### src/cpu_dp_consts.vh
// Purpose: Shared constants for the processor datapath
// Assumes: Included by cpu_status_alu_datapath.v
// Notes: Definitions only
`ifndef CPU_DP_CONSTS_VH
`define CPU_DP_CONSTS_VH
// Timing
`define CLK_PERIOD_NS 10
`define MICROCYCLE_NS 2000
`define MICROCYCLE_CLKS 16'h00C8
// Stack
`define STACK_WORDS 4'hA
// Status word bit positions
`define ST_OVF 6
`define ST_CRY 7
`define ST_LINK 8
`define ST_IEN 9
`define ST_BYTE 10
`define ST_UF_HI 14
`define ST_UF_LO 11
`define ST_LVL_HI 5
`define ST_LVL_LO 1
`define ST_REARM 4'hF
`define ST_NONE 4'h0
`define FLAG_RST 14'h0000
// Instruction fields
`define F_OP 15:12
`define F_DST 11:10
`define F_SRC 9:8
`define F_COND 11:8
`define F_IMM 7:0
`define F_SUB 2:0
`define F_FBIT 3:0
`define F_FVAL 4
`define F_PULL 0
// Opcodes
`define OP_NOP 4'h0
`define OP_ADD 4'h1
`define OP_DADD 4'h2
`define OP_AND 4'h3
`define OP_OR 4'h4
`define OP_XOR 4'h5
`define OP_UNA 4'h6
`define OP_LI 4'h7
`define OP_JMP 4'h8
`define OP_BOC 4'h9
`define OP_JSR 4'hA
`define OP_RTS 4'hB
`define OP_PSH 4'hC
`define OP_FLG 4'hD
`define OP_STX 4'hE
`define OP_RT0 4'hF
// Unary sub-operations
`define U_COMP 3'h0
`define U_SHL 3'h1
`define U_SHR 3'h2
`define U_ROL 3'h3
`define U_ROR 3'h4
`define U_MASK 3'h5
`define U_SXT 3'h6
// Status transfer sub-operations
`define X_TO_ACC 2'h0
`define X_FROM_ACC 2'h1
`define X_PUSH 2'h2
`define X_PULL 2'h3
// BCD digit correction
`define BCD_MAX 5'h09
`define BCD_ADJ 5'h06
// Vector locations
`define VEC_L0 16'h0007
`define VEC_BASE 16'h0001
// APB byte offsets and event register bit positions
`define A_CTRL 8'h00
`define A_STAT 8'h04
`define A_ACC0 8'h08
`define A_ACC1 8'h0C
`define A_ACC2 8'h10
`define A_ACC3 8'h14
`define A_PC 8'h18
`define A_EVT 8'h1C
`define EV_FULL 8
`define EV_EMPTY 9
`define EV_HOLD 10
`define EV_L0EN 11
`endif

### src/cpu_status_alu_datapath.v
// Purpose: 16-bit processor datapath, status word, stack and control
// Assumes: APB3 slave, single clock, memory answers on MEM_ACK_I
// Notes: One microcycle is MICRO_CYC clocks
//
// Register access over APB and the address map are this design's own decisions.
`timescale 1ns/10ps
`include "cpu_dp_consts.vh"
module cpu_status_alu_datapath #(
  parameter [15:0] MICRO_CYC = `MICROCYCLE_CLKS,
  parameter [3:0] DEPTH = `STACK_WORDS
) (
  input wire REF_CLK_I,
  input wire RST_I,
  input wire PSEL_I,
  input wire PENABLE_I,
  input wire PWRITE_I,
  input wire [7:0] PADDR_I,
  input wire [31:0] PWDATA_I,
  output wire [31:0] PRDATA_O,
  output wire PREADY_O,
  output wire PSLVERR_O,
  output wire [15:0] MEM_ADDR_O,
  output wire MEM_RD_O,
  input wire [15:0] MEM_RDATA_I,
  input wire MEM_ACK_I,
  input wire [5:0] IRQ_N_I,
  input wire [3:0] SENSE_I,
  output wire [3:0] USER_FLAG_O,
  output wire STACK_FULL_O,
  output wire STACK_EMPTY_O
);
  localparam [1:0] S_FETCH = 2'h0;
  localparam [1:0] S_INST = 2'h1;
  localparam [1:0] S_EXEC = 2'h2;
  localparam [1:0] S_VEC = 2'h3;

  function amap;
    input [7:0] a;
    begin
      case (a)
        `A_CTRL, `A_STAT, `A_ACC0, `A_ACC1, `A_ACC2, `A_ACC3, `A_PC, `A_EVT: amap = 1'b1;
        default: amap = 1'b0;
      endcase
    end
  endfunction

  // Returns {link, overflow, carry, result}
  function [18:0] alu;
    input [3:0] op;
    input [2:0] sub;
    input [15:0] a;
    input [15:0] b;
    input ci;
    input li;
    input bm;
    reg [16:0] s;
    reg [4:0] d;
    reg c;
    reg c8;
    reg v;
    reg l;
    reg [15:0] r;
    integer i;
    begin
      s = 17'h00000;
      d = 5'h00;
      c = ci;
      c8 = ci;
      v = 1'b0;
      l = li;
      r = 16'h0000;
      case (op)
        `OP_ADD: begin
          s = {1'b0, a} + {1'b0, b};
          r = s[15:0];
          c = bm ? (a[8] ^ b[8] ^ r[8]) : s[16];
          v = bm ? ((a[7] == b[7]) && (r[7] != a[7])) : ((a[15] == b[15]) && (r[15] != a[15]));
        end
        `OP_DADD: begin
          for (i = 0; i < 4; i = i + 1) begin
            d = {1'b0, a[i*4+:4]} + {1'b0, b[i*4+:4]} + {4'h0, c};
            if (d > `BCD_MAX) begin
              d = d + `BCD_ADJ;
            end
            r[i*4+:4] = d[3:0];
            c = d[4];
            if (i == 1) begin
              c8 = d[4];
            end
          end
          if (bm) begin
            c = c8;
          end
        end
        `OP_AND: r = a & b;
        `OP_OR: r = a | b;
        `OP_XOR: r = a ^ b;
        default: begin
          case (sub)
            `U_COMP: r = ~a;
            `U_SHL: begin
              r = bm ? {a[15:8], a[6:0], 1'b0} : {a[14:0], 1'b0};
              l = bm ? a[7] : a[15];
            end
            `U_SHR: begin
              r = bm ? {a[15:8], 1'b0, a[7:1]} : {1'b0, a[15:1]};
              l = a[0];
            end
            `U_ROL: begin
              r = bm ? {a[15:8], a[6:0], li} : {a[14:0], li};
              l = bm ? a[7] : a[15];
            end
            `U_ROR: begin
              r = bm ? {a[15:8], li, a[7:1]} : {li, a[15:1]};
              l = a[0];
            end
            `U_MASK: r = {8'h00, a[7:0]};
            `U_SXT: r = {{8{a[7]}}, a[7:0]};
            default: r = a;
          endcase
        end
      endcase
      // Byte mode keeps the upper byte of the destination untouched, except for the mask and sign-extend unary operations
      if (bm && !((op == `OP_UNA) && ((sub == `U_MASK) || (sub == `U_SXT)))) begin
        r = {a[15:8], r[7:0]};
      end
      alu = {l, v, c, r};
    end
  endfunction

  reg [15:0] acc_q [0:3];
  reg [15:0] stk [0:DEPTH-1];
  reg [14:1] flag_q;
  reg l0_en_q;
  reg hold_q;
  reg run_q;
  reg [15:0] pc_q;
  reg [15:0] ir_q;
  reg [15:0] tmpa_q;
  reg [15:0] tmpb_q;
  reg [3:0] sp_q;
  reg full_ev_q;
  reg empty_ev_q;
  reg [1:0] st_q;
  reg mem_rd_q;
  reg [15:0] tick_cnt_q;
  reg [5:0] irq_m_q;
  reg [5:0] irq_s_q;
  reg [5:0] req_q;
  reg [3:0] sns_m_q;
  reg [3:0] sns_s_q;
  reg [31:0] prdata_q;
  reg push_en;
  reg pop_en;
  reg [15:0] push_d;
  reg [5:0] req_clr;
  reg [2:0] lvl;
  reg cond_w;
  reg [31:0] rd_w;
  integer k;
  integer j;

  wire [15:0] stat_w = {1'b1, flag_q, 1'b1};
  wire bm = flag_q[`ST_BYTE];
  wire [3:0] op = ir_q[`F_OP];
  wire [2:0] sub = ir_q[`F_SUB];
  wire [3:0] fbit = ir_q[`F_FBIT];
  wire [15:0] a_w = acc_q[ir_q[`F_DST]];
  wire [15:0] b_w = acc_q[ir_q[`F_SRC]];
  wire [15:0] disp = {{8{ir_q[7]}}, ir_q[`F_IMM]};
  wire [18:0] alu_w = alu(op, sub, a_w, b_w, flag_q[`ST_CRY], flag_q[`ST_LINK], bm);
  wire tick = (tick_cnt_q >= MICRO_CYC - 16'h0001);
  wire exec_w = (st_q == S_EXEC) && tick;
  wire start_w = (st_q == S_FETCH) && tick && run_q;
  wire take0 = req_q[0] && !hold_q;
  wire take_n = flag_q[`ST_IEN] && (|req_q[5:1]) && !hold_q;
  wire full_w = (sp_q == DEPTH);
  wire push_ok = push_en && !full_w;
  wire pop_ok = pop_en && (sp_q != 4'h0);
  wire [15:0] top_w = (sp_q == 4'h0) ? 16'h0000 : stk[sp_q - 4'h1];
  wire [5:0] req_set = {irq_s_q[5:1] & flag_q[`ST_LVL_HI:`ST_LVL_LO], irq_s_q[0] & l0_en_q};
  wire apb_wr = PSEL_I && PENABLE_I && PWRITE_I && amap(PADDR_I);
  wire [15:0] zmask = bm ? 16'h00FF : 16'hFFFF;
  wire zero_w = ((acc_q[0] & zmask) == 16'h0000);
  wire sign_w = bm ? acc_q[0][7] : acc_q[0][15];

  assign PREADY_O = 1'b1;
  assign PSLVERR_O = PSEL_I && PENABLE_I && !amap(PADDR_I);
  assign PRDATA_O = prdata_q;
  assign MEM_ADDR_O = tmpa_q;
  assign MEM_RD_O = mem_rd_q;
  assign USER_FLAG_O = flag_q[`ST_UF_HI:`ST_UF_LO];
  assign STACK_FULL_O = full_ev_q;
  assign STACK_EMPTY_O = empty_ev_q;

  // Branch condition select
  always @* begin
    case (ir_q[`F_COND])
      4'h0: cond_w = full_w;
      4'h1: cond_w = zero_w;
      4'h2: cond_w = !sign_w;
      4'h3: cond_w = acc_q[0][0];
      4'h4: cond_w = acc_q[0][1];
      4'h5: cond_w = !zero_w;
      4'h6: cond_w = acc_q[0][2];
      4'h7: cond_w = sns_s_q[0];
      4'h8: cond_w = flag_q[`ST_LINK];
      4'h9: cond_w = flag_q[`ST_IEN];
      4'hA: cond_w = flag_q[`ST_CRY];
      4'hB: cond_w = sign_w;
      4'hC: cond_w = flag_q[`ST_OVF];
      4'hD: cond_w = sns_s_q[1];
      4'hE: cond_w = sns_s_q[2];
      default: cond_w = sns_s_q[3];
    endcase
  end

  // Stack traffic and interrupt acknowledge
  always @* begin
    push_en = 1'b0;
    pop_en = 1'b0;
    push_d = 16'h0000;
    req_clr = 6'h00;
    lvl = 3'h5;
    for (k = 5; k >= 1; k = k - 1) begin
      if (req_q[k]) begin
        lvl = k[2:0];
      end
    end
    if (start_w && take0) begin
      req_clr[0] = 1'b1;
    end else if (start_w && take_n) begin
      req_clr[lvl] = 1'b1;
      push_en = 1'b1;
      push_d = pc_q;
    end
    if (exec_w) begin
      case (op)
        `OP_JSR: begin
          push_en = 1'b1;
          push_d = pc_q;
        end
        `OP_RTS: pop_en = 1'b1;
        `OP_PSH: begin
          pop_en = ir_q[`F_PULL];
          push_en = !ir_q[`F_PULL];
          push_d = b_w;
        end
        `OP_STX: begin
          push_en = (sub[1:0] == `X_PUSH);
          pop_en = (sub[1:0] == `X_PULL);
          push_d = stat_w;
        end
        default: push_en = 1'b0;
      endcase
    end
  end

  // APB read data, taken in the setup phase
  always @* begin
    case (PADDR_I)
      `A_CTRL: rd_w = {31'h0000000, run_q};
      `A_STAT: rd_w = {16'h0000, stat_w};
      `A_ACC0: rd_w = {16'h0000, acc_q[0]};
      `A_ACC1: rd_w = {16'h0000, acc_q[1]};
      `A_ACC2: rd_w = {16'h0000, acc_q[2]};
      `A_ACC3: rd_w = {16'h0000, acc_q[3]};
      `A_PC: rd_w = {16'h0000, pc_q};
      `A_EVT: rd_w = {20'h00000, l0_en_q, hold_q, empty_ev_q, full_ev_q, 4'h0, sp_q};
      default: rd_w = 32'h00000000;
    endcase
  end

  // Stack storage needs no reset; the pointer defines what is valid
  always @(posedge REF_CLK_I) begin
    if (push_ok) begin
      stk[sp_q] <= push_d;
    end
  end

  always @(posedge REF_CLK_I) begin
    if (RST_I) begin
      irq_m_q <= 6'h00;
      irq_s_q <= 6'h00;
      sns_m_q <= 4'h0;
      sns_s_q <= 4'h0;
      prdata_q <= 32'h00000000;
    end else begin
      irq_m_q <= ~IRQ_N_I;
      irq_s_q <= irq_m_q;
      sns_m_q <= SENSE_I;
      sns_s_q <= sns_m_q;
      if (PSEL_I && !PENABLE_I) begin
        prdata_q <= rd_w;
      end
    end
  end

  always @(posedge REF_CLK_I) begin
    if (RST_I) begin
      for (j = 0; j < 4; j = j + 1) begin
        acc_q[j] <= 16'h0000;
      end
      flag_q <= `FLAG_RST;
      l0_en_q <= 1'b1;
      hold_q <= 1'b0;
      run_q <= 1'b0;
      pc_q <= 16'h0000;
      ir_q <= 16'h0000;
      tmpa_q <= 16'h0000;
      tmpb_q <= 16'h0000;
      sp_q <= 4'h0;
      full_ev_q <= 1'b0;
      empty_ev_q <= 1'b0;
      st_q <= S_FETCH;
      mem_rd_q <= 1'b0;
      tick_cnt_q <= 16'h0000;
      req_q <= 6'h00;
    end else begin
      // Microcycle pacing; tick marks the last clock of each one
      tick_cnt_q <= tick ? 16'h0000 : tick_cnt_q + 16'h0001;
      req_q <= (req_q & ~req_clr) | req_set;
      if (push_ok) begin
        sp_q <= sp_q + 4'h1;
      end else if (pop_ok) begin
        sp_q <= sp_q - 4'h1;
      end
      // Software clears first so that a same-cycle event still lands
      if (apb_wr && (PADDR_I == `A_EVT)) begin
        if (PWDATA_I[`EV_FULL]) begin
          full_ev_q <= 1'b0;
        end
        if (PWDATA_I[`EV_EMPTY]) begin
          empty_ev_q <= 1'b0;
        end
      end
      if (push_ok && (sp_q == DEPTH - 4'h1)) begin
        full_ev_q <= 1'b1;
      end
      if (pop_ok && (sp_q == 4'h1)) begin
        empty_ev_q <= 1'b1;
      end
      if (apb_wr) begin
        case (PADDR_I)
          `A_CTRL: run_q <= PWDATA_I[0];
          `A_STAT: flag_q <= PWDATA_I[14:1];
          `A_ACC0: acc_q[0] <= PWDATA_I[15:0];
          `A_ACC1: acc_q[1] <= PWDATA_I[15:0];
          `A_ACC2: acc_q[2] <= PWDATA_I[15:0];
          `A_ACC3: acc_q[3] <= PWDATA_I[15:0];
          default: run_q <= run_q;
        endcase
      end
      // Core updates come last and win over a colliding bus write
      case (st_q)
        S_FETCH: begin
          if (start_w) begin
            hold_q <= 1'b0;
            mem_rd_q <= 1'b1;
            if (take0) begin
              l0_en_q <= 1'b0;
              tmpb_q <= pc_q;
              tmpa_q <= `VEC_L0;
              st_q <= S_VEC;
            end else if (take_n) begin
              flag_q[`ST_IEN] <= 1'b0;
              tmpa_q <= `VEC_BASE + {13'h0000, lvl};
              st_q <= S_VEC;
            end else begin
              tmpa_q <= pc_q;
              st_q <= S_INST;
            end
          end
        end
        S_INST: begin
          if (MEM_ACK_I) begin
            ir_q <= MEM_RDATA_I;
            pc_q <= pc_q + 16'h0001;
            mem_rd_q <= 1'b0;
            st_q <= S_EXEC;
          end
        end
        S_VEC: begin
          if (MEM_ACK_I) begin
            pc_q <= MEM_RDATA_I;
            mem_rd_q <= 1'b0;
            st_q <= S_FETCH;
          end
        end
        S_EXEC: begin
          if (tick) begin
            st_q <= S_FETCH;
            case (op)
              `OP_ADD: begin
                acc_q[ir_q[`F_DST]] <= alu_w[15:0];
                flag_q[`ST_CRY] <= alu_w[16];
                flag_q[`ST_OVF] <= alu_w[17];
              end
              `OP_DADD: begin
                acc_q[ir_q[`F_DST]] <= alu_w[15:0];
                flag_q[`ST_CRY] <= alu_w[16];
              end
              `OP_AND, `OP_OR, `OP_XOR: acc_q[ir_q[`F_DST]] <= alu_w[15:0];
              `OP_UNA: begin
                acc_q[ir_q[`F_DST]] <= alu_w[15:0];
                flag_q[`ST_LINK] <= alu_w[18];
              end
              `OP_LI: acc_q[ir_q[`F_DST]] <= disp;
              `OP_JMP, `OP_JSR: pc_q <= pc_q + disp;
              `OP_BOC: begin
                if (cond_w) begin
                  pc_q <= pc_q + disp;
                end
              end
              `OP_RTS: begin
                if (sp_q != 4'h0) begin
                  pc_q <= top_w;
                end
              end
              `OP_PSH: begin
                if (ir_q[`F_PULL] && (sp_q != 4'h0)) begin
                  acc_q[ir_q[`F_DST]] <= top_w;
                end
              end
              `OP_FLG: begin
                if (fbit == `ST_REARM) begin
                  if (ir_q[`F_FVAL]) begin
                    l0_en_q <= 1'b1;
                    hold_q <= 1'b1;
                  end
                end else if (fbit != `ST_NONE) begin
                  flag_q[fbit] <= ir_q[`F_FVAL];
                end
              end
              `OP_STX: begin
                case (sub[1:0])
                  `X_TO_ACC: acc_q[ir_q[`F_DST]] <= stat_w;
                  `X_FROM_ACC: flag_q <= b_w[14:1];
                  `X_PULL: begin
                    if (sp_q != 4'h0) begin
                      flag_q <= top_w[14:1];
                    end
                  end
                  default: hold_q <= hold_q;
                endcase
              end
              `OP_RT0: pc_q <= tmpb_q;
              default: hold_q <= hold_q;
            endcase
          end
        end
        default: st_q <= S_FETCH;
      endcase
    end
  end
endmodule

### config.mk
export PLATFORM = sky130hd
export DESIGN_NAME = cpu_status_alu_datapath
export DESIGN_NICKNAME = d
export VERILOG_FILES = /design/src/cpu_status_alu_datapath.v
export VERILOG_INCLUDE_DIRS = /design/src
export SDC_FILE = /design/constraint.sdc
export NUM_CORES = 1
export LEC_CHECK = 0
export ABC_AREA = 1
export BUFFER_PORTS_ARGS = -buffer_cell sky130_fd_sc_hd__clkbuf_2
export CAP_MARGIN = 10
export CORE_ASPECT_RATIO = 0.7
export CORE_MARGIN = 2
export CORE_UTILIZATION = 46
export CTS_BUF_LIST = sky130_fd_sc_hd__clkbuf_16
export CTS_CLUSTER_SIZE = 12
export DETAILED_ROUTE_END_ITERATION = 10
export SLEW_MARGIN = 15
export SYNTH_ARGS = -nofsm -noshare
export SYNTH_HDL_FRONTEND = slang
export SYNTH_SLANG_ARGS = --single-unit
### constraint.sdc
create_clock -name REF_CLK_I -period 13 [get_ports REF_CLK_I]
set_clock_uncertainty 0.2 [all_clocks]
set_input_delay 2.6 -clock REF_CLK_I [delete_from_list [all_inputs] [get_ports REF_CLK_I]]
set_output_delay 2.6 -clock REF_CLK_I [all_outputs]
set_load 0.02 [all_outputs]
==> qor.csv <==
metric;value;unit
status;finished clean;
num rows;69;
sw frac;26.55;%
register share of total power;48.2;%
crit-path max FO;24;
minimum clock period;9.562;ns
setup ws final;3.438;ns
delay-heaviest family, CP;adder cells;
critical path launch point type;register;
vias per inst;6.069;
Congestion Overflow GR;0;
drt first pass iters;7;
setup TNS;0;ns
Final period util;73.55;%
Final Instance Area;26090;sq um
max cap viols;0;
Antenna Nets Post-Route;0;
Synth area leader;edfxtp_1;
htree depth;2;
Num CTS Buffers;41;
Routed WL per cell;24.84;microns
Yosys warning count;0;
Setup crit end;acc_q[3][15];
Worst path slowest cell;clkinv_1;
initial DRC count;3633;
Layout fillers;5056;
reg2reg setup slack;3.44;ns
Post-Place Cells;3991;
unrepaired setup endpoints after global routing;no;
area delta synth->final;9.255;%
sequential area share after synthesis;40.92;%
clock power share;42.3;%
maximum clock path buffer count;3;
Synth Area in Adders;3.930;%
initial antenna violation count;3;
largest net degree at the start of global routing;81;
post-synthesis mux area share;0;%
area of the multi-input gates;12230;sq um
FFs w/ async S/R, synth;0;%
crit path DAT;9.70;ns
Net Switching;718.4;uW
mean post-synth cell area;7.178;sq um
IO Port Bufs;95;
total core area;51020;sq um
FMAX;104.6;MHz
top cells by area, synth;edfxtp_1 (28%), nand2_1 (15%), dfxtp_1 (13%), nand3_1 (8.9%), a21oi_1 (5.9%);
post-CTS sizing;0;
final WL;100900;microns
Final Hold Fails;0;
Comb pwr share;9.5;%
io pins;129;
# diodes;0;
Power Density;103.7;nW/um^2
synthesized flop and latch total;376;
Worst path most repeated cell;nand2_1;
placed cell area;24800;sq um
count of final max-slew check failures;0;
worst vdd ir;76.61;uV
Die Height;194.6;microns
Cell variety after synth;59;
Final Non-Filler Cells;4064;
die area;53770;sq um
CP Depth;43;
clock transition at the registers of the reported paths;0.07;ns
Synth Area in Compound Gates;14.83;%
Data required, critical path;13.14;ns
crit path buf inv count;7;
count leader, synth;nand2_1;
Main synth FF type;edfxtp_1;
Final Setup Violations;0;
Worst slew margin;19.27;%
Worst path max stage delay;0.51;ns
worst r2r path cells;43;
Slew @ Worst Pin;1.210;ns
Setup CP Type;register to register;
PnR Total Power;2.706;mW
Final GP Congestion;1.022;
clk sinks;376;
register area;9771;sq um
CTS tree;built;
Static Leakage;11.04;nW
Setup Fix Bufs, Post-CTS;0;
Hold-fix buffers, CTS;0;
Final nets;3501;
Post-Syn Area;23880;sq um
XOR/XNOR Fraction of Synth Area;0.9905;%
Synth top cells by count;nand2_1 (924), nand3_1 (426), nor2_1 (288), a21oi_1 (283), inv_1 (276);
largest family of logic cells by synthesized area;simple AND/OR/NAND/NOR gates;
CTS root buf;clkbuf_16;
dpl ws;3.702;ns
share of cells above drive strength 1;7.876;%
post-synth top area share;28.17;%
# DRC;0;
worst flop-to-flop path endpoint;acc_q[3][15];
hpwl dp;73750;microns
Post-Synthesis Cells;3326;
post-synthesis simple-gate area fraction;30.89;%
Die Span X;276.3;microns
first-pass GRT wire length;146400;microns
total track usage;36.68;%
type of destination of the critical path;register;
Int Power;1.987;mW
EDFF count, synth;224;
vias in the first global route;22310;
via count;24660;
Hold Crit Class;register to register;
Initial Utilization;46.79;%
clk_lat worst skew;0.58;ns
[power groups by stage]
stage / clock [mW] / combinational (mW) / sequential (mW)
detailed placement: 0 / 0.245 / 1.33
global placement: 0 / 0.241 / 1.33
global route: 1.20 / 0.277 / 1.30
CTS: 1.15 / 0.247 / 1.30
floorplan: 0 / 0.168 / 1.31
finish: 1.14 / 0.257 / 1.30
[worst register-to-register path: cells and delay by family (launching register included)]
family	cells	cell delay, ns
fa+ha+maj	8	2.94
flops	1	0.31
compound gates	3	0.46
xor+xnor	7	1.80
simple gates	18	2.30
buf+inv	7	1.31
[metal layers]
layer	vias to the layer above	share of wire (%)	global-route usage (%)
li1	11230	-	-
met4	2	3.7	12.51
met1	11600	44	54.44
met3	231	14	11.07
met5	-	0.015	0
met2	1604	39	49.99
[cells in the final DEF, fill, tap and decap left out, types with 25 or more instances in the layout]
cell / synthesis / routed
o22ai_1: 53 / 53
o211ai_1: 25 / 25
conb_1: 2 / 25
buf_4: 24 / 41
inv_1: 276 / 288
nand3_1: 426 / 425
a21oi_1: 283 / 283
dfxtp_1: 152 / 151
clkbuf_2: 0 / 95
o21ai_0: 203 / 203
nor2_1: 288 / 285
edfxtp_1: 224 / 224
ha_1: 59 / 59
clkbuf_16: 0 / 44
nand2_1: 924 / 924
[cell families (layout without fill, tap and decap cells)]
logic type,after synthesis,in the layout
other cells,2,25
simple gates,1731,1731
flops,376,376
buf+inv,478,519
xor+xnor,27,27
fa+ha+maj,69,69
compound gates,643,643
[registers in the layout, indices dropped and copies added (netlist names), named ones only]
register and cells:
MEM_ADDR_O 16, MEM_RD_O 1, PRDATA_O 16, STACK_EMPTY_O 1
STACK_FULL_O 1, acc_q 64, flag_q 14, hold_q 1
ir_q 16, irq_m_q 6, irq_s_q 6, l0_en_q 1
pc_q 16, req_q 6, run_q 1, sns_m_q 4
sns_s_q 4, sp_q 4, st_q 2, stk 160
tick_cnt_q 16, tmpb_q 16
[final cells by class]
type / count / area share, %
Timing Repair Buffer: 136 / 3.003
Clock inverter: 29 / 0.6955
Sequential cell: 376 / 37.46
Tap cell: 674 / 3.233
Clock buffer: 44 / 4.221
Multi-Input combinational cell: 2495 / 46.87
Inverter: 310 / 4.518
[per-stage QoR]
stage	util (%)	hold slack, ns
2_1_floorplan	-	0.1883
3_3_place_gp	48.60	0.1934
3_5_place_dp	48.60	0.1916
4_1_cts	51.11	0.1997
5_1_grt	51.12	0.2186
6_report	51.12	0.1988
[how the worst min path moves through the flow]
stage,start,endpoint,slack [ns],cells past startpoint
after floorplan,irq_m_q[0],irq_s_q[0],0.19,2
after global placement,irq_m_q[0],irq_s_q[0],0.19,2
after detailed placement,irq_m_q[1],irq_s_q[1],0.19,2
after CTS,irq_m_q[1],irq_s_q[1],0.20,2
after global routing,irq_m_q[0],irq_s_q[0],0.22,2
final,irq_m_q[1],irq_s_q[1],0.20,2
(Power assumes the default switching activity.)
